<file path="config.mk">
export PLATFORM = sky130hd
export DESIGN_NAME = wew_regs
export DESIGN_NICKNAME = d
export VERILOG_FILES = /design/src/wew_pkg.sv /design/src/wew_regs.sv /design/src/wew_sync2.sv /design/src/wew_timer.sv
export SDC_FILE = /design/constraint.sdc
export NUM_CORES = 1
export LEC_CHECK = 0
export ABC_AREA = 1
export BUFFER_PORTS_ARGS = -buffer_cell sky130_fd_sc_hd__buf_2
export CAP_MARGIN = 20
export CORE_ASPECT_RATIO = 0.75
export CORE_MARGIN = 8
export CORE_UTILIZATION = 53
export DETAILED_ROUTE_END_ITERATION = 7
export PLACE_DENSITY = 0.84
export SYNTH_ARGS = -nofsm -noshare
export SYNTH_HDL_FRONTEND = slang
export SYNTH_HIERARCHICAL = 1
export SYNTH_SLANG_ARGS = --single-unit
</file>
<file path="constraint.sdc">
create_clock -name clk_sys_i -period 2.39 [get_ports clk_sys_i]
set_input_delay 0.3585 -clock clk_sys_i [delete_from_list [all_inputs] [get_ports clk_sys_i]]
set_output_delay 0.3585 -clock clk_sys_i [all_outputs]
set_load 0.01 [all_outputs]
</file>
<file path="src/wew_pkg.sv">
// constants, types and decode helpers for the watchdog early-warning register block
// assumes one system clock; the watchdog count clock arrives as a plain pin
package wew_pkg;

  // ----------------------------------------------------------------
  // bus geometry and answers
  // ----------------------------------------------------------------
  localparam int AXI_ADDR_W = 8;
  localparam int AXI_DATA_W = 32;
  localparam logic [1:0] RESP_OKAY = 2'h0;
  localparam logic [1:0] RESP_SLVERR = 2'h2;

  // ----------------------------------------------------------------
  // register indices, byte address is four times the index
  // ----------------------------------------------------------------
  localparam logic [5:0] IDX_EARLY_WARNING_OFFSET_CTRL = 6'h02;
  localparam logic [5:0] IDX_IRQ_ENABLE_CLEAR = 6'h04;
  localparam logic [5:0] IDX_IRQ_ENABLE_SET = 6'h05;
  localparam logic [5:0] IDX_IRQ_FLAGS = 6'h06;
  localparam logic [5:0] IDX_SYNC_STATUS = 6'h07;
  localparam logic [5:0] IDX_SERVICE_KEY = 6'h08;

  // ----------------------------------------------------------------
  // field positions and reset values
  // ----------------------------------------------------------------
  localparam int EARLY_WARNING_BIT = 0;
  localparam int SYNC_PENDING_BIT = 7;
  localparam logic [3:0] RST_EARLY_WARNING_OFFSET = 4'h0;
  localparam logic RST_IRQ_ENABLE = 1'b0;
  localparam logic RST_IRQ_FLAG = 1'b0;
  localparam logic [7:0] SERVICE_KEY_VALUE = 8'hA5;

  // ----------------------------------------------------------------
  // timing: codes 0 to CODE_MAX select 8 << code watchdog clock cycles
  // ----------------------------------------------------------------
  localparam logic [3:0] CODE_MAX = 4'hB;
  localparam logic [14:0] CYCLES_BASE = 15'h0008;
  localparam logic [14:0] CYCLES_CAP = 15'h4000;
  localparam int CLK_PERIOD_NS = 8;

  typedef enum logic [2:0] {
    SEL_NONE,
    SEL_OFFSET,
    SEL_EN_CLEAR,
    SEL_EN_SET,
    SEL_FLAGS,
    SEL_STATUS,
    SEL_KEY
  } wew_sel_e;

  typedef enum logic [1:0] {
    WR_COLLECT = 2'h0,
    WR_STALL = 2'h3,
    WR_RESP = 2'h1
  } wew_wr_state_e;

  typedef struct packed {
    logic enable;
    logic [3:0] period_code;
    logic [3:0] offset_code;
  } wew_timer_cfg_s;

  // reserved codes saturate at the longest count
  function automatic logic [14:0] code_to_cycles(input logic [3:0] code);
    if (code > CODE_MAX) begin
      return CYCLES_CAP;
    end
    return CYCLES_BASE << code;
  endfunction

  function automatic wew_sel_e addr_to_sel(input logic [7:0] addr);
    if (addr[1:0] != 2'h0) begin
      return SEL_NONE;
    end
    case (addr[7:2])
      IDX_EARLY_WARNING_OFFSET_CTRL: return SEL_OFFSET;
      IDX_IRQ_ENABLE_CLEAR: return SEL_EN_CLEAR;
      IDX_IRQ_ENABLE_SET: return SEL_EN_SET;
      IDX_IRQ_FLAGS: return SEL_FLAGS;
      IDX_SYNC_STATUS: return SEL_STATUS;
      IDX_SERVICE_KEY: return SEL_KEY;
      default: return SEL_NONE;
    endcase
  endfunction

endpackage

</file>
<file path="src/wew_regs.sv">
// register block of the watchdog: early-warning offset, interrupt enable pair,
// flag, sync status and service key, reached over AXI4-Lite
// assumes enable and period code come from neighbouring registers on clk_sys_i
// and that the watchdog count clock is far slower than clk_sys_i
//
// The AXI4-Lite register port was left to the implementer.
`timescale 1ns/10ps

// Notes on behaviour
// RULE1 - early warning fires when count equals offset
// RULE2 - offset loaded from user row at startup
// RULE3 - offset and key writes synced, write-protectable
// RULE4 - reserved bits read zero, software writes zero
// RULE5 - one to enable-clear disables the interrupt
// RULE6 - one to enable-set enables the interrupt
// RULE7 - both enable registers share one bit
// RULE8 - flag set when early-warning point reached
// RULE9 - writing one to flag clears it
// RULE10 - busy bit spans each cross-domain transfer
// RULE11 - key value restarts the time-out period
// RULE12 - any other key value requests reset
// RULE13 - synced write while busy stalls the bus
// RULE14 - period counted by same power-of-two code
// RULE15 - interrupt line is flag and enable
// RULE16 - time-out without key requests system reset
module wew_regs
  import wew_pkg::*;
(
  input wire logic clk_sys_i,
  input wire logic rst_i,
  input wire logic [7:0] s_axi_awaddr_i,
  input wire logic s_axi_awvalid_i,
  output logic s_axi_awready_o,
  input wire logic [31:0] s_axi_wdata_i,
  input wire logic [3:0] s_axi_wstrb_i,
  input wire logic s_axi_wvalid_i,
  output logic s_axi_wready_o,
  output logic [1:0] s_axi_bresp_o,
  output logic s_axi_bvalid_o,
  input wire logic s_axi_bready_i,
  input wire logic [7:0] s_axi_araddr_i,
  input wire logic s_axi_arvalid_i,
  output logic s_axi_arready_o,
  output logic [31:0] s_axi_rdata_o,
  output logic [1:0] s_axi_rresp_o,
  output logic s_axi_rvalid_o,
  input wire logic s_axi_rready_i,
  input wire logic watchdog_count_clock_i,
  input wire logic watchdog_enable_i,
  input wire logic [3:0] timeout_period_code_i,
  input wire logic [3:0] nvm_early_warning_offset_i,
  input wire logic write_protect_i,
  output logic early_warning_irq_o,
  output logic system_reset_req_o
);

  // ----------------------------------------------------------------
  // watchdog clock pin to tick
  // ----------------------------------------------------------------
  logic wclk_sync;
  logic wclk_prev_r;
  logic tick;

  wew_sync2 u_wclk_sync (
    .clk_sys_i(clk_sys_i),
    .rst_i(rst_i),
    .d_i(watchdog_count_clock_i),
    .q_o(wclk_sync)
  );

  always_ff @(posedge clk_sys_i) begin
    if (rst_i) begin
      wclk_prev_r <= 1'b0;
    end else begin
      wclk_prev_r <= wclk_sync;
    end
  end

  assign tick = wclk_sync && !wclk_prev_r;

  // ----------------------------------------------------------------
  // write channels
  // ----------------------------------------------------------------
  wew_wr_state_e wr_state_r;
  wew_wr_state_e wr_state_nxt;
  logic aw_held_r;
  logic w_held_r;
  logic [7:0] awaddr_r;
  logic [7:0] wdata_r;
  logic wlane_r;
  logic [1:0] bresp_r;
  wew_sel_e wr_sel;
  logic both_held;
  logic wr_is_sync;
  logic wr_stall;
  logic wr_fire;
  logic wr_prot;
  logic wr_do;
  logic sync_pending;

  assign wr_sel = addr_to_sel(awaddr_r);
  assign both_held = aw_held_r && w_held_r;
  assign wr_is_sync = (wr_sel == SEL_OFFSET) || (wr_sel == SEL_KEY);
  assign wr_stall = wr_is_sync && sync_pending; // see RULE13
  assign wr_fire = both_held && (wr_state_r != WR_RESP) && !wr_stall;
  // flags register stays writable under protection
  assign wr_prot = write_protect_i && (wr_sel != SEL_FLAGS) && (wr_sel != SEL_STATUS); // see RULE3
  assign wr_do = wr_fire && !wr_prot && wlane_r && (wr_sel != SEL_NONE) && (wr_sel != SEL_STATUS);

  assign s_axi_awready_o = !aw_held_r;
  assign s_axi_wready_o = !w_held_r;
  assign s_axi_bvalid_o = wr_state_r == WR_RESP;
  assign s_axi_bresp_o = bresp_r;

  always_ff @(posedge clk_sys_i) begin
    if (rst_i) begin
      aw_held_r <= 1'b0;
      awaddr_r <= 8'h00;
    end else if (s_axi_awvalid_i && s_axi_awready_o) begin
      aw_held_r <= 1'b1;
      awaddr_r <= s_axi_awaddr_i;
    end else if (wr_fire) begin
      aw_held_r <= 1'b0;
    end
  end

  always_ff @(posedge clk_sys_i) begin
    if (rst_i) begin
      w_held_r <= 1'b0;
      wdata_r <= 8'h00;
      wlane_r <= 1'b0;
    end else if (s_axi_wvalid_i && s_axi_wready_o) begin
      w_held_r <= 1'b1;
      wdata_r <= s_axi_wdata_i[7:0];
      wlane_r <= s_axi_wstrb_i[0];
    end else if (wr_fire) begin
      w_held_r <= 1'b0;
    end
  end

  always_comb begin
    wr_state_nxt = wr_state_r;
    case (wr_state_r)
      WR_COLLECT: begin
        if (both_held) begin
          wr_state_nxt = wr_stall ? WR_STALL : WR_RESP;
        end
      end
      WR_STALL: begin
        if (!wr_stall) begin
          wr_state_nxt = WR_RESP;
        end
      end
      WR_RESP: begin
        if (s_axi_bready_i) begin
          wr_state_nxt = WR_COLLECT;
        end
      end
      default: wr_state_nxt = WR_COLLECT;
    endcase
  end

  always_ff @(posedge clk_sys_i) begin
    if (rst_i) begin
      wr_state_r <= WR_COLLECT;
    end else begin
      wr_state_r <= wr_state_nxt;
    end
  end

  always_ff @(posedge clk_sys_i) begin
    if (rst_i) begin
      bresp_r <= RESP_OKAY;
    end else if (wr_fire) begin
      bresp_r <= (wr_sel == SEL_NONE || wr_prot) ? RESP_SLVERR : RESP_OKAY;
    end
  end

  // ----------------------------------------------------------------
  // software registers
  // ----------------------------------------------------------------
  logic load_pending_r;
  logic [3:0] ew_offset_r;
  logic [3:0] ew_offset_wd_r;
  logic offset_pend_r;
  logic key_pend_r;
  logic ew_enable_r;
  logic ew_flag_r;
  logic reset_req_r;
  logic ew_event;
  logic timeout;
  logic restart;
  logic bad_key;
  logic key_ok;
  wew_timer_cfg_s timer_cfg;

  assign key_ok = wr_do && (wr_sel == SEL_KEY) && (wdata_r == SERVICE_KEY_VALUE);
  assign bad_key = wr_do && (wr_sel == SEL_KEY) && (wdata_r != SERVICE_KEY_VALUE);
  assign sync_pending = offset_pend_r || key_pend_r;
  assign restart = tick && key_pend_r; // see RULE11

  // strap capture one cycle after reset release, never inside reset
  always_ff @(posedge clk_sys_i) begin
    if (rst_i) begin
      load_pending_r <= 1'b1;
    end else begin
      load_pending_r <= 1'b0;
    end
  end

  always_ff @(posedge clk_sys_i) begin
    if (rst_i) begin
      ew_offset_r <= RST_EARLY_WARNING_OFFSET;
    end else if (load_pending_r) begin
      ew_offset_r <= nvm_early_warning_offset_i; // see RULE2
    end else if (wr_do && wr_sel == SEL_OFFSET) begin
      ew_offset_r <= wdata_r[3:0]; // see RULE4
    end
  end

  // copy seen by the counter, loaded from the strap after reset, then updated only on a watchdog tick
  always_ff @(posedge clk_sys_i) begin
    if (rst_i) begin
      ew_offset_wd_r <= RST_EARLY_WARNING_OFFSET;
    end else if (load_pending_r) begin
      ew_offset_wd_r <= nvm_early_warning_offset_i;
    end else if (tick && offset_pend_r) begin
      ew_offset_wd_r <= ew_offset_r; // see RULE3
    end
  end

  always_ff @(posedge clk_sys_i) begin
    if (rst_i) begin
      offset_pend_r <= 1'b0;
      key_pend_r <= 1'b0;
    end else begin
      offset_pend_r <= (wr_do && wr_sel == SEL_OFFSET) || (offset_pend_r && !tick); // see RULE10
      key_pend_r <= key_ok || (key_pend_r && !tick);
    end
  end

  always_ff @(posedge clk_sys_i) begin
    if (rst_i) begin
      ew_enable_r <= RST_IRQ_ENABLE;
    end else if (wr_do && wr_sel == SEL_EN_SET && wdata_r[EARLY_WARNING_BIT]) begin
      ew_enable_r <= 1'b1; // see RULE6
    end else if (wr_do && wr_sel == SEL_EN_CLEAR && wdata_r[EARLY_WARNING_BIT]) begin
      ew_enable_r <= 1'b0; // see RULE5
    end
  end

  // a new event beats a clear in the same cycle
  always_ff @(posedge clk_sys_i) begin
    if (rst_i) begin
      ew_flag_r <= RST_IRQ_FLAG;
    end else if (ew_event) begin
      ew_flag_r <= 1'b1; // see RULE8
    end else if (wr_do && wr_sel == SEL_FLAGS && wdata_r[EARLY_WARNING_BIT]) begin
      ew_flag_r <= 1'b0; // see RULE9
    end
  end

  // held until the system reset this request causes
  always_ff @(posedge clk_sys_i) begin
    if (rst_i) begin
      reset_req_r <= 1'b0;
    end else if (bad_key || timeout) begin
      reset_req_r <= 1'b1; // see RULE12 and RULE16
    end
  end

  assign early_warning_irq_o = ew_flag_r && ew_enable_r; // see RULE15
  assign system_reset_req_o = reset_req_r;
  assign timer_cfg = '{enable: watchdog_enable_i, period_code: timeout_period_code_i, offset_code: ew_offset_wd_r};

  wew_timer u_timer (
    .clk_sys_i(clk_sys_i),
    .rst_i(rst_i),
    .tick_i(tick),
    .restart_i(restart),
    .cfg_i(timer_cfg),
    .early_warning_o(ew_event),
    .timeout_o(timeout)
  );

  // ----------------------------------------------------------------
  // read channel
  // ----------------------------------------------------------------
  logic rvalid_r;
  logic [31:0] rdata_r;
  logic [1:0] rresp_r;
  logic [31:0] rd_word;
  logic [1:0] rd_resp;
  wew_sel_e rd_sel;

  assign rd_sel = addr_to_sel(s_axi_araddr_i);

  always_comb begin
    rd_word = 32'h0000_0000;
    rd_resp = RESP_OKAY;
    case (rd_sel)
      SEL_OFFSET: rd_word[3:0] = ew_offset_r;
      SEL_EN_CLEAR: rd_word[EARLY_WARNING_BIT] = ew_enable_r; // see RULE7
      SEL_EN_SET: rd_word[EARLY_WARNING_BIT] = ew_enable_r; // see RULE7
      SEL_FLAGS: rd_word[EARLY_WARNING_BIT] = ew_flag_r;
      SEL_STATUS: rd_word[SYNC_PENDING_BIT] = sync_pending; // see RULE10
      SEL_KEY: rd_word = 32'h0000_0000;
      default: rd_resp = RESP_SLVERR;
    endcase
  end

  assign s_axi_arready_o = !rvalid_r;
  assign s_axi_rvalid_o = rvalid_r;
  assign s_axi_rdata_o = rdata_r;
  assign s_axi_rresp_o = rresp_r;

  always_ff @(posedge clk_sys_i) begin
    if (rst_i) begin
      rvalid_r <= 1'b0;
      rdata_r <= 32'h0000_0000;
      rresp_r <= RESP_OKAY;
    end else if (s_axi_arvalid_i && s_axi_arready_o) begin
      rvalid_r <= 1'b1;
      rdata_r <= rd_word; // see RULE4
      rresp_r <= rd_resp;
    end else if (s_axi_rready_i) begin
      rvalid_r <= 1'b0;
    end
  end
endmodule

</file>
<file path="src/wew_sync2.sv">
// two-flop level synchroniser
// assumes d_i is asynchronous to clk_sys_i
`timescale 1ns/10ps
module wew_sync2 (
  input wire logic clk_sys_i,
  input wire logic rst_i,
  input wire logic d_i,
  output logic q_o
);

  logic meta_r;

  always_ff @(posedge clk_sys_i) begin
    if (rst_i) begin
      meta_r <= 1'b0;
      q_o <= 1'b0;
    end else begin
      meta_r <= d_i;
      q_o <= meta_r;
    end
  end

endmodule

</file>
<file path="src/wew_timer.sv">
// watchdog time-out counter with early-warning point
// assumes tick_i is a one-cycle pulse per watchdog clock cycle
`timescale 1ns/10ps
module wew_timer
  import wew_pkg::*;
(
  input wire logic clk_sys_i,
  input wire logic rst_i,
  input wire logic tick_i,
  input wire logic restart_i,
  input wire wew_timer_cfg_s cfg_i,
  output logic early_warning_o,
  output logic timeout_o
);

  logic [14:0] count_r;
  logic [14:0] count_nxt;
  logic advance;
  logic hit_period;

  assign count_nxt = count_r + 15'h0001;
  assign advance = tick_i && cfg_i.enable && !restart_i;
  assign hit_period = count_nxt == code_to_cycles(cfg_i.period_code); // see RULE14

  always_ff @(posedge clk_sys_i) begin
    if (rst_i) begin
      count_r <= 15'h0000;
    end else if (restart_i || !cfg_i.enable) begin
      count_r <= 15'h0000; // see RULE11
    end else if (advance) begin
      count_r <= hit_period ? 15'h0000 : count_nxt;
    end
  end

  always_ff @(posedge clk_sys_i) begin
    if (rst_i) begin
      early_warning_o <= 1'b0;
      timeout_o <= 1'b0;
    end else begin
      early_warning_o <= advance && (count_nxt == code_to_cycles(cfg_i.offset_code)); // see RULE1
      timeout_o <= advance && hit_period;
    end
  end
endmodule
</file>
* Yosys cells after proc, flatten, opt, wreduce, memory -nomap -nowiden
Cells that the tools add are included.
Word-level totals: bits in writable memories 0, input bits 70, register bits 65, memories 0, bits in read-only memories 0, bits in latches 0
Operators by class: div/mod/pow operators 0, muxes and demuxes 41, bitwise operators 0, magnitude comparators 2, reduce and logical (&&, ||, !) cells 65, $mul 0, $add $sub $neg 1, shift-type cells 2, equal/unequal tests 35
Operators by type and width (number):
- 15-bit 2-to-1 mux | 6
- 6-bit by 3-bit equality test with 1-bit output (second input constant) | 8
- 3-bit case mux with 6 select lines | 2
- 1-bit logical AND | 33
- 15-bit equality test | 2
- 4-bit by 4-bit left shift with 15-bit output (first input constant) | 2
- 2-bit nonzero test | 9
- 1-bit 2-to-1 mux | 16
- 4-bit 2-to-1 mux | 4
- 15-bit by 1-bit adder with 15-bit output (second input constant) | 1
- 3-bit equality test (second input constant) | 5
- 3-bit 2-to-1 mux | 5
- 3-bit by 2-bit equality test with 1-bit output (second input constant) | 4
- 6-bit by 2-bit equality test with 1-bit output (second input constant) | 2
- 6-bit by 4-bit equality test with 1-bit output (second input constant) | 2
- 2-bit 2-to-1 mux | 6
- 1-bit zero test | 9
- 8-bit equality test (second input constant) | 1
- 4-bit > comparator (second input constant) | 2
- 8-bit != test (second input constant) | 1
- 1-bit logical OR | 7
- 3-bit by 1-bit equality test with 1-bit output (second input constant) | 2
- 3-bit != test (second input constant) | 2
- 2-bit case mux with 3 select lines | 1
- other kinds (11) | 14

* Logic depth before layout (Yosys ltp)
depth after elaboration 16, gate-level depth with buffers 14, gate-level depth less buffers 14

* By module
The synthesis kept the hierarchy.
Modules (own cells, without submodules):
- wew_regs | instances 1, cells each 336, area an instance 2368.5 µm², seq. area each 880.8 µm²
- wew_timer | instances 1, cells each 330, area an instance 1764.2 µm², seq. area each 340.3 µm²
- wew_sync2 | instances 1, cells each 6, area an instance 55.1 µm², seq. area each 40.0 µm²

* Worst setup path before layout
OpenSTA, ideal clock, no wires.
kind reg-to-reg, start point register u_timer.count_r[0], end point register u_timer.count_r[14], library setup time 0.117 ns, stages on the path, launching flop included 13, slack 0.629 ns, data required time 2.273 ns, buffers on the path 0, data arrival time 1.644 ns, cells stage by stage dfxtp_1 -> ha_1 -> nand2_2 -> nor2_4 -> nand3_1 -> nand2_1 -> nand2_1 -> o21ai_0 -> nand2_1 -> nor2_1 -> nand4_2 -> nand2_4 -> nor2_1
Between the ends: longest elaborated chain between the ends 3
Ends and longest elaborated chain:
- start, declared | RTL line wew_timer.sv:16 | logic [14:0] count_r;
- start signal, assigned | RTL line wew_timer.sv:31 | count_r <= hit_period ? 15'h0000 : count_nxt;
- 15-bit by 1-bit adder with 15-bit output * | RTL line wew_timer.sv:21 | assign count_nxt = count_r + 15'h0001;
- 15-bit equality test | RTL line wew_timer.sv:23 | assign hit_period = count_nxt == code_to_cycles(cfg_i.period_code);
- 15-bit 2-to-1 mux * | RTL line wew_timer.sv:31
Every way passes the cells marked *; elsewhere a longest branch is shown, timed or not. A chain may end at the register's enable or synchronous reset.

* Final worst setup path
Same ends and word-level chain as after synthesis.

==> run_results.csv <==
group,metric,value,unit
cells_and_area,diodes,0,
setup_path,ff2ff_path_depth,13,
cells_and_area,final.fill_count,734,
route,num_vias,4242,
placement,dp_hpwl,8590,um
flow_run,maxCapViolCount,0,
floorplanning,fp.dieArea,11000,sq um
floorplanning,top_level_ports,113,
power_and_ir_drop,combPwrFrac,0.145,
floorplanning,rows,28,
sta,fmaxAchievable,461,MHz
clock_network,clkTransAtPathRegs,0.08,ns
placement,gp_congestion,0.893,
grt,grt_pass1_vias,3923,
sta,final.min_clock_period,2.17,ns
logic_synthesis,ys_ff_latch,63,
logic_synthesis,synth.avg_cell_area,6.23,sq um
grt,antenna_found_initial,0,
setup_path,cpMostUsedCell,"nand2_1",
sta,fin_crit_sh,0.909,
power_and_ir_drop,p_int,1.82,mW
sta,grt_setup_unrepaired,"false",
sta,max_slew.worst_pin.slew,0.688,ns
grt,grtUsageTotal,0.195,
route,antenna_left,0,
grt,grt_max_degree,26,
placement,dp_slack,0.280,ns
route,drtIter0Drc,311,
power_and_ir_drop,power.density,548,nW/um^2
setup_path,crit_buf_inv,1,
sta,hold_viol,0,
power_and_ir_drop,power,2.59,mW
logic_synthesis,synth_warnings,6,
grt,grt_pass1_wl,18000,um
setup_path,worstPathRequired,2.62,ns
setup_path,end_kind,"flip-flop",
logic_synthesis,synth_cells,672,
setup_path,critPathTopFamily,"simple AND/OR/NAND/NOR gates",
clock_network,clkSinkCount,63,
logic_synthesis,synth_top_cell_area_share,0.301,
sta,skew,0.0115,ns
run_status,status,"finished, final reports clean",
power_and_ir_drop,clkPwrFrac,0.415,
power_and_ir_drop,p_switching,0.762,mW
min_path,worstHoldStart,"watchdog_count_clock_i",
clock_network,ctsHtreeMaxLevel,3,
placement,port_buffers,56,
logic_synthesis,yosysSeqAreaShare,0.301,
setup_path,cp.arrival,2.40,ns
setup_path,r2r_setup_slack,0.22,ns
clock_network,clock_latency,0.34,ns
logic_synthesis,yosysMostFrequentCell,"nand2_1",
logic_synthesis,synth_cell_types,40,
cells_and_area,drive_above_1_share,0.165,
min_path,holdPathEnd,"u_wclk_sync/meta_r$_SDFF_PP0_",
setup_path,crit_type,"flip-flop to flip-flop",
logic_synthesis,yosys.area.top_type,"dfxtp_1",
clock_network,cts.path.max_buffers,2,
setup_path,worstReg2RegStart,"u_timer/count_r[0]$_SDFFE_PP0P_",
route,dr.pass1.iters,5,
clock_network,numCtsBuffers,9,
logic_synthesis,synth_top_flop_cell,"dfxtp_1",
grt,grt_overflow,0,
sta,drv_slew,0,
setup_path,cp_slowest_cell,"dfxtp_1",
sta,finalSetupViolations,0,
logic_synthesis,ys_async_sr_fraction,0,
placement,placed_cells,827,
logic_synthesis,ys_top_cells_by_area,"dfxtp_1 30%, nand2_1 14%, inv_1 8.9%",
logic_synthesis,synth_edf_count,0,
clock_network,cts_tree,"done",
power_and_ir_drop,p_leak,2.22,nW
setup_path,critPathMaxStageDelay,0.41,ns
logic_synthesis,synth_area,4190,sq um
clock_network,holdBufCountCts,0,
floorplanning,core,7780,sq um
cells_and_area,final_cells,844,
floorplanning,die_w,119,um
clock_network,cts_root_buf,"clkbuf_8",
sta,setup_slack,0.219,ns
cells_and_area,area_delta_synth_final,12.6,%
min_path,min_path_cells,3,
route,route.detailed.drc,0,
floorplanning,die_h,93.0,um
setup_path,cp_cell_sequence,"ha_1 -> nand2_2 -> nor2_4 -> buf_4 -> nand2_1 -> nand2_1 -> a21oi_1 -> nor2_1 -> nand2_1 -> nor2_2 -> nand4_2 -> nand2_4 -> nor2_1",
logic_synthesis,synthTopCellsByCount,"152 x nand2_1, 99 x inv_1, 98 x nor2_1",
power_and_ir_drop,seq_power_share,0.439,
power_and_ir_drop,switching_share,0.295,
route,vias_per_cell,5.03,
sta,max_slew_margin,0.541,
cells_and_area,layout.nets,808,
route,totalWireLength,10900,um
min_path,worstHoldPathType,"input pin to flip-flop",
route,wl_per_cell,12.9,um
setup_path,rr_endpoint,"u_timer/count_r[14]$_SDFFE_PP0P_",
setup_path,crit_path_max_fanout,8,
floorplanning,start_util,0.538,
setup_path,critPathLaunchType,"flip-flop",
power_and_ir_drop,vdd_drop_max,489,uV
sta,fin_setup_tns,0,ns
==> worst max-delay path by stage <==
| stage | startpoint | end | cells past startpoint |
|---|---|---|---|
| floorplan | u_timer/count_r[0]$_SDFFE_PP0P_ | u_timer/count_r[14]$_SDFFE_PP0P_ | 12 |
| global placement | u_timer/count_r[0]$_SDFFE_PP0P_ | u_timer/count_r[0]$_SDFFE_PP0P_ | 14 |
| detailed placement | u_timer/count_r[0]$_SDFFE_PP0P_ | u_timer/count_r[14]$_SDFFE_PP0P_ | 14 |
| CTS | u_timer/count_r[0]$_SDFFE_PP0P_ | u_timer/count_r[14]$_SDFFE_PP0P_ | 14 |
| global route | u_timer/count_r[0]$_SDFFE_PP0P_ | u_timer/count_r[14]$_SDFFE_PP0P_ | 13 |
| finish | u_timer/count_r[0]$_SDFFE_PP0P_ | u_timer/count_r[14]$_SDFFE_PP0P_ | 13 |
==> registers in the layout (all words and copies together), names as in the netlist, 2 cells and up <==
signal,cells
u_timer/count_r,15
wdata_r,8
ew_offset_r,4
wr_state_r,2
s_axi_rdata_o,5
ew_offset_wd_r,4
awaddr_r,8
==> tightest hold or removal path: cells and delay by family <==
family                 cells  cell delay [ns]
AND/OR/NAND/NOR            1             0.03
buffers and inverters      2             0.13
==> placed cells by master (no fill, tap or decap), types with 4 or more instances in the layout <==
| cell type | count |
|---|---|
| buf_4 | 6 |
| ha_1 | 4 |
| nor2_2 | 8 |
| o21ai_0 | 36 |
| nand2_2 | 13 |
| nand3_1 | 57 |
| nand3_2 | 5 |
| dfxtp_1 | 63 |
| conb_1 | 29 |
| nor3_1 | 6 |
| a31oi_1 | 4 |
| nand4_1 | 15 |
| nor2_1 | 97 |
| nor2_4 | 6 |
| inv_1 | 99 |
| buf_2 | 56 |
| clkbuf_8 | 9 |
| nand2_1 | 152 |
| a21oi_1 | 36 |
==> stage by stage <==
step	hold WS [ns]	area, sq um	util
floorplan	0.386	4290	-
global placement	0.392	4480	0.576
detailed placement	0.393	4480	0.576
CTS	0.216	4700	0.605
global route	0.223	4710	0.606
finish	0.222	4710	0.606
==> kinds of logic (layout without fill, tap and decap cells) <==
kind of cell | count (synthesis) | after routing | share of synthesized area
AO/OA/AOI/OAI | 87 | 87 | 0.113
other | 1 | 29 | 0.000895
AND/OR/NAND/NOR | 371 | 371 | 0.409
adder cells (fa/ha/maj) | 4 | 4 | 0.0120
buffers and inverters | 142 | 181 | 0.155
XOR/XNOR | 4 | 4 | 0.00837
flip-flops | 63 | 63 | 0.301
==> layer usage <==
metal / track usage / vias to the layer above / part of all wire
met3: 0.0494 / 11 / 0.065
met4: 0.0556 / 0 / 0.011
li1: - / 2200 / -
met5: 0 / - / 0
met2: 0.307 / 133 / 0.44
met1: 0.261 / 1898 / 0.49
==> power by group through the flow <==
stage,Combinational (mW),Clock [mW],Sequential [mW]
floorplan,0.300,0,1.15
global placement,0.355,0,1.16
detailed placement,0.370,0,1.16
CTS,0.372,1.08,1.13
global route,0.426,1.14,1.14
finish,0.376,1.07,1.14
==> repair_timing <==
| item | in CTS | in global routing |
|---|---|---|
| setup endpoints to repair | 0 | 14 |
| setup buffers | 0 | 1 |
| gates resized for setup | 0 | 1 |
==> cell type report <==
class	instances	area (sq um)	area share
clock buffer	9	124	0.0263
clock inverter	7	103	0.0218
inverter	103	387	0.0820
multi-input combinational	495	2380	0.506
sequential	63	1260	0.268
tap	105	131	0.0279
timing repair buffer	62	325	0.0690
Note: power is estimated with default switching activity, not from simulation.
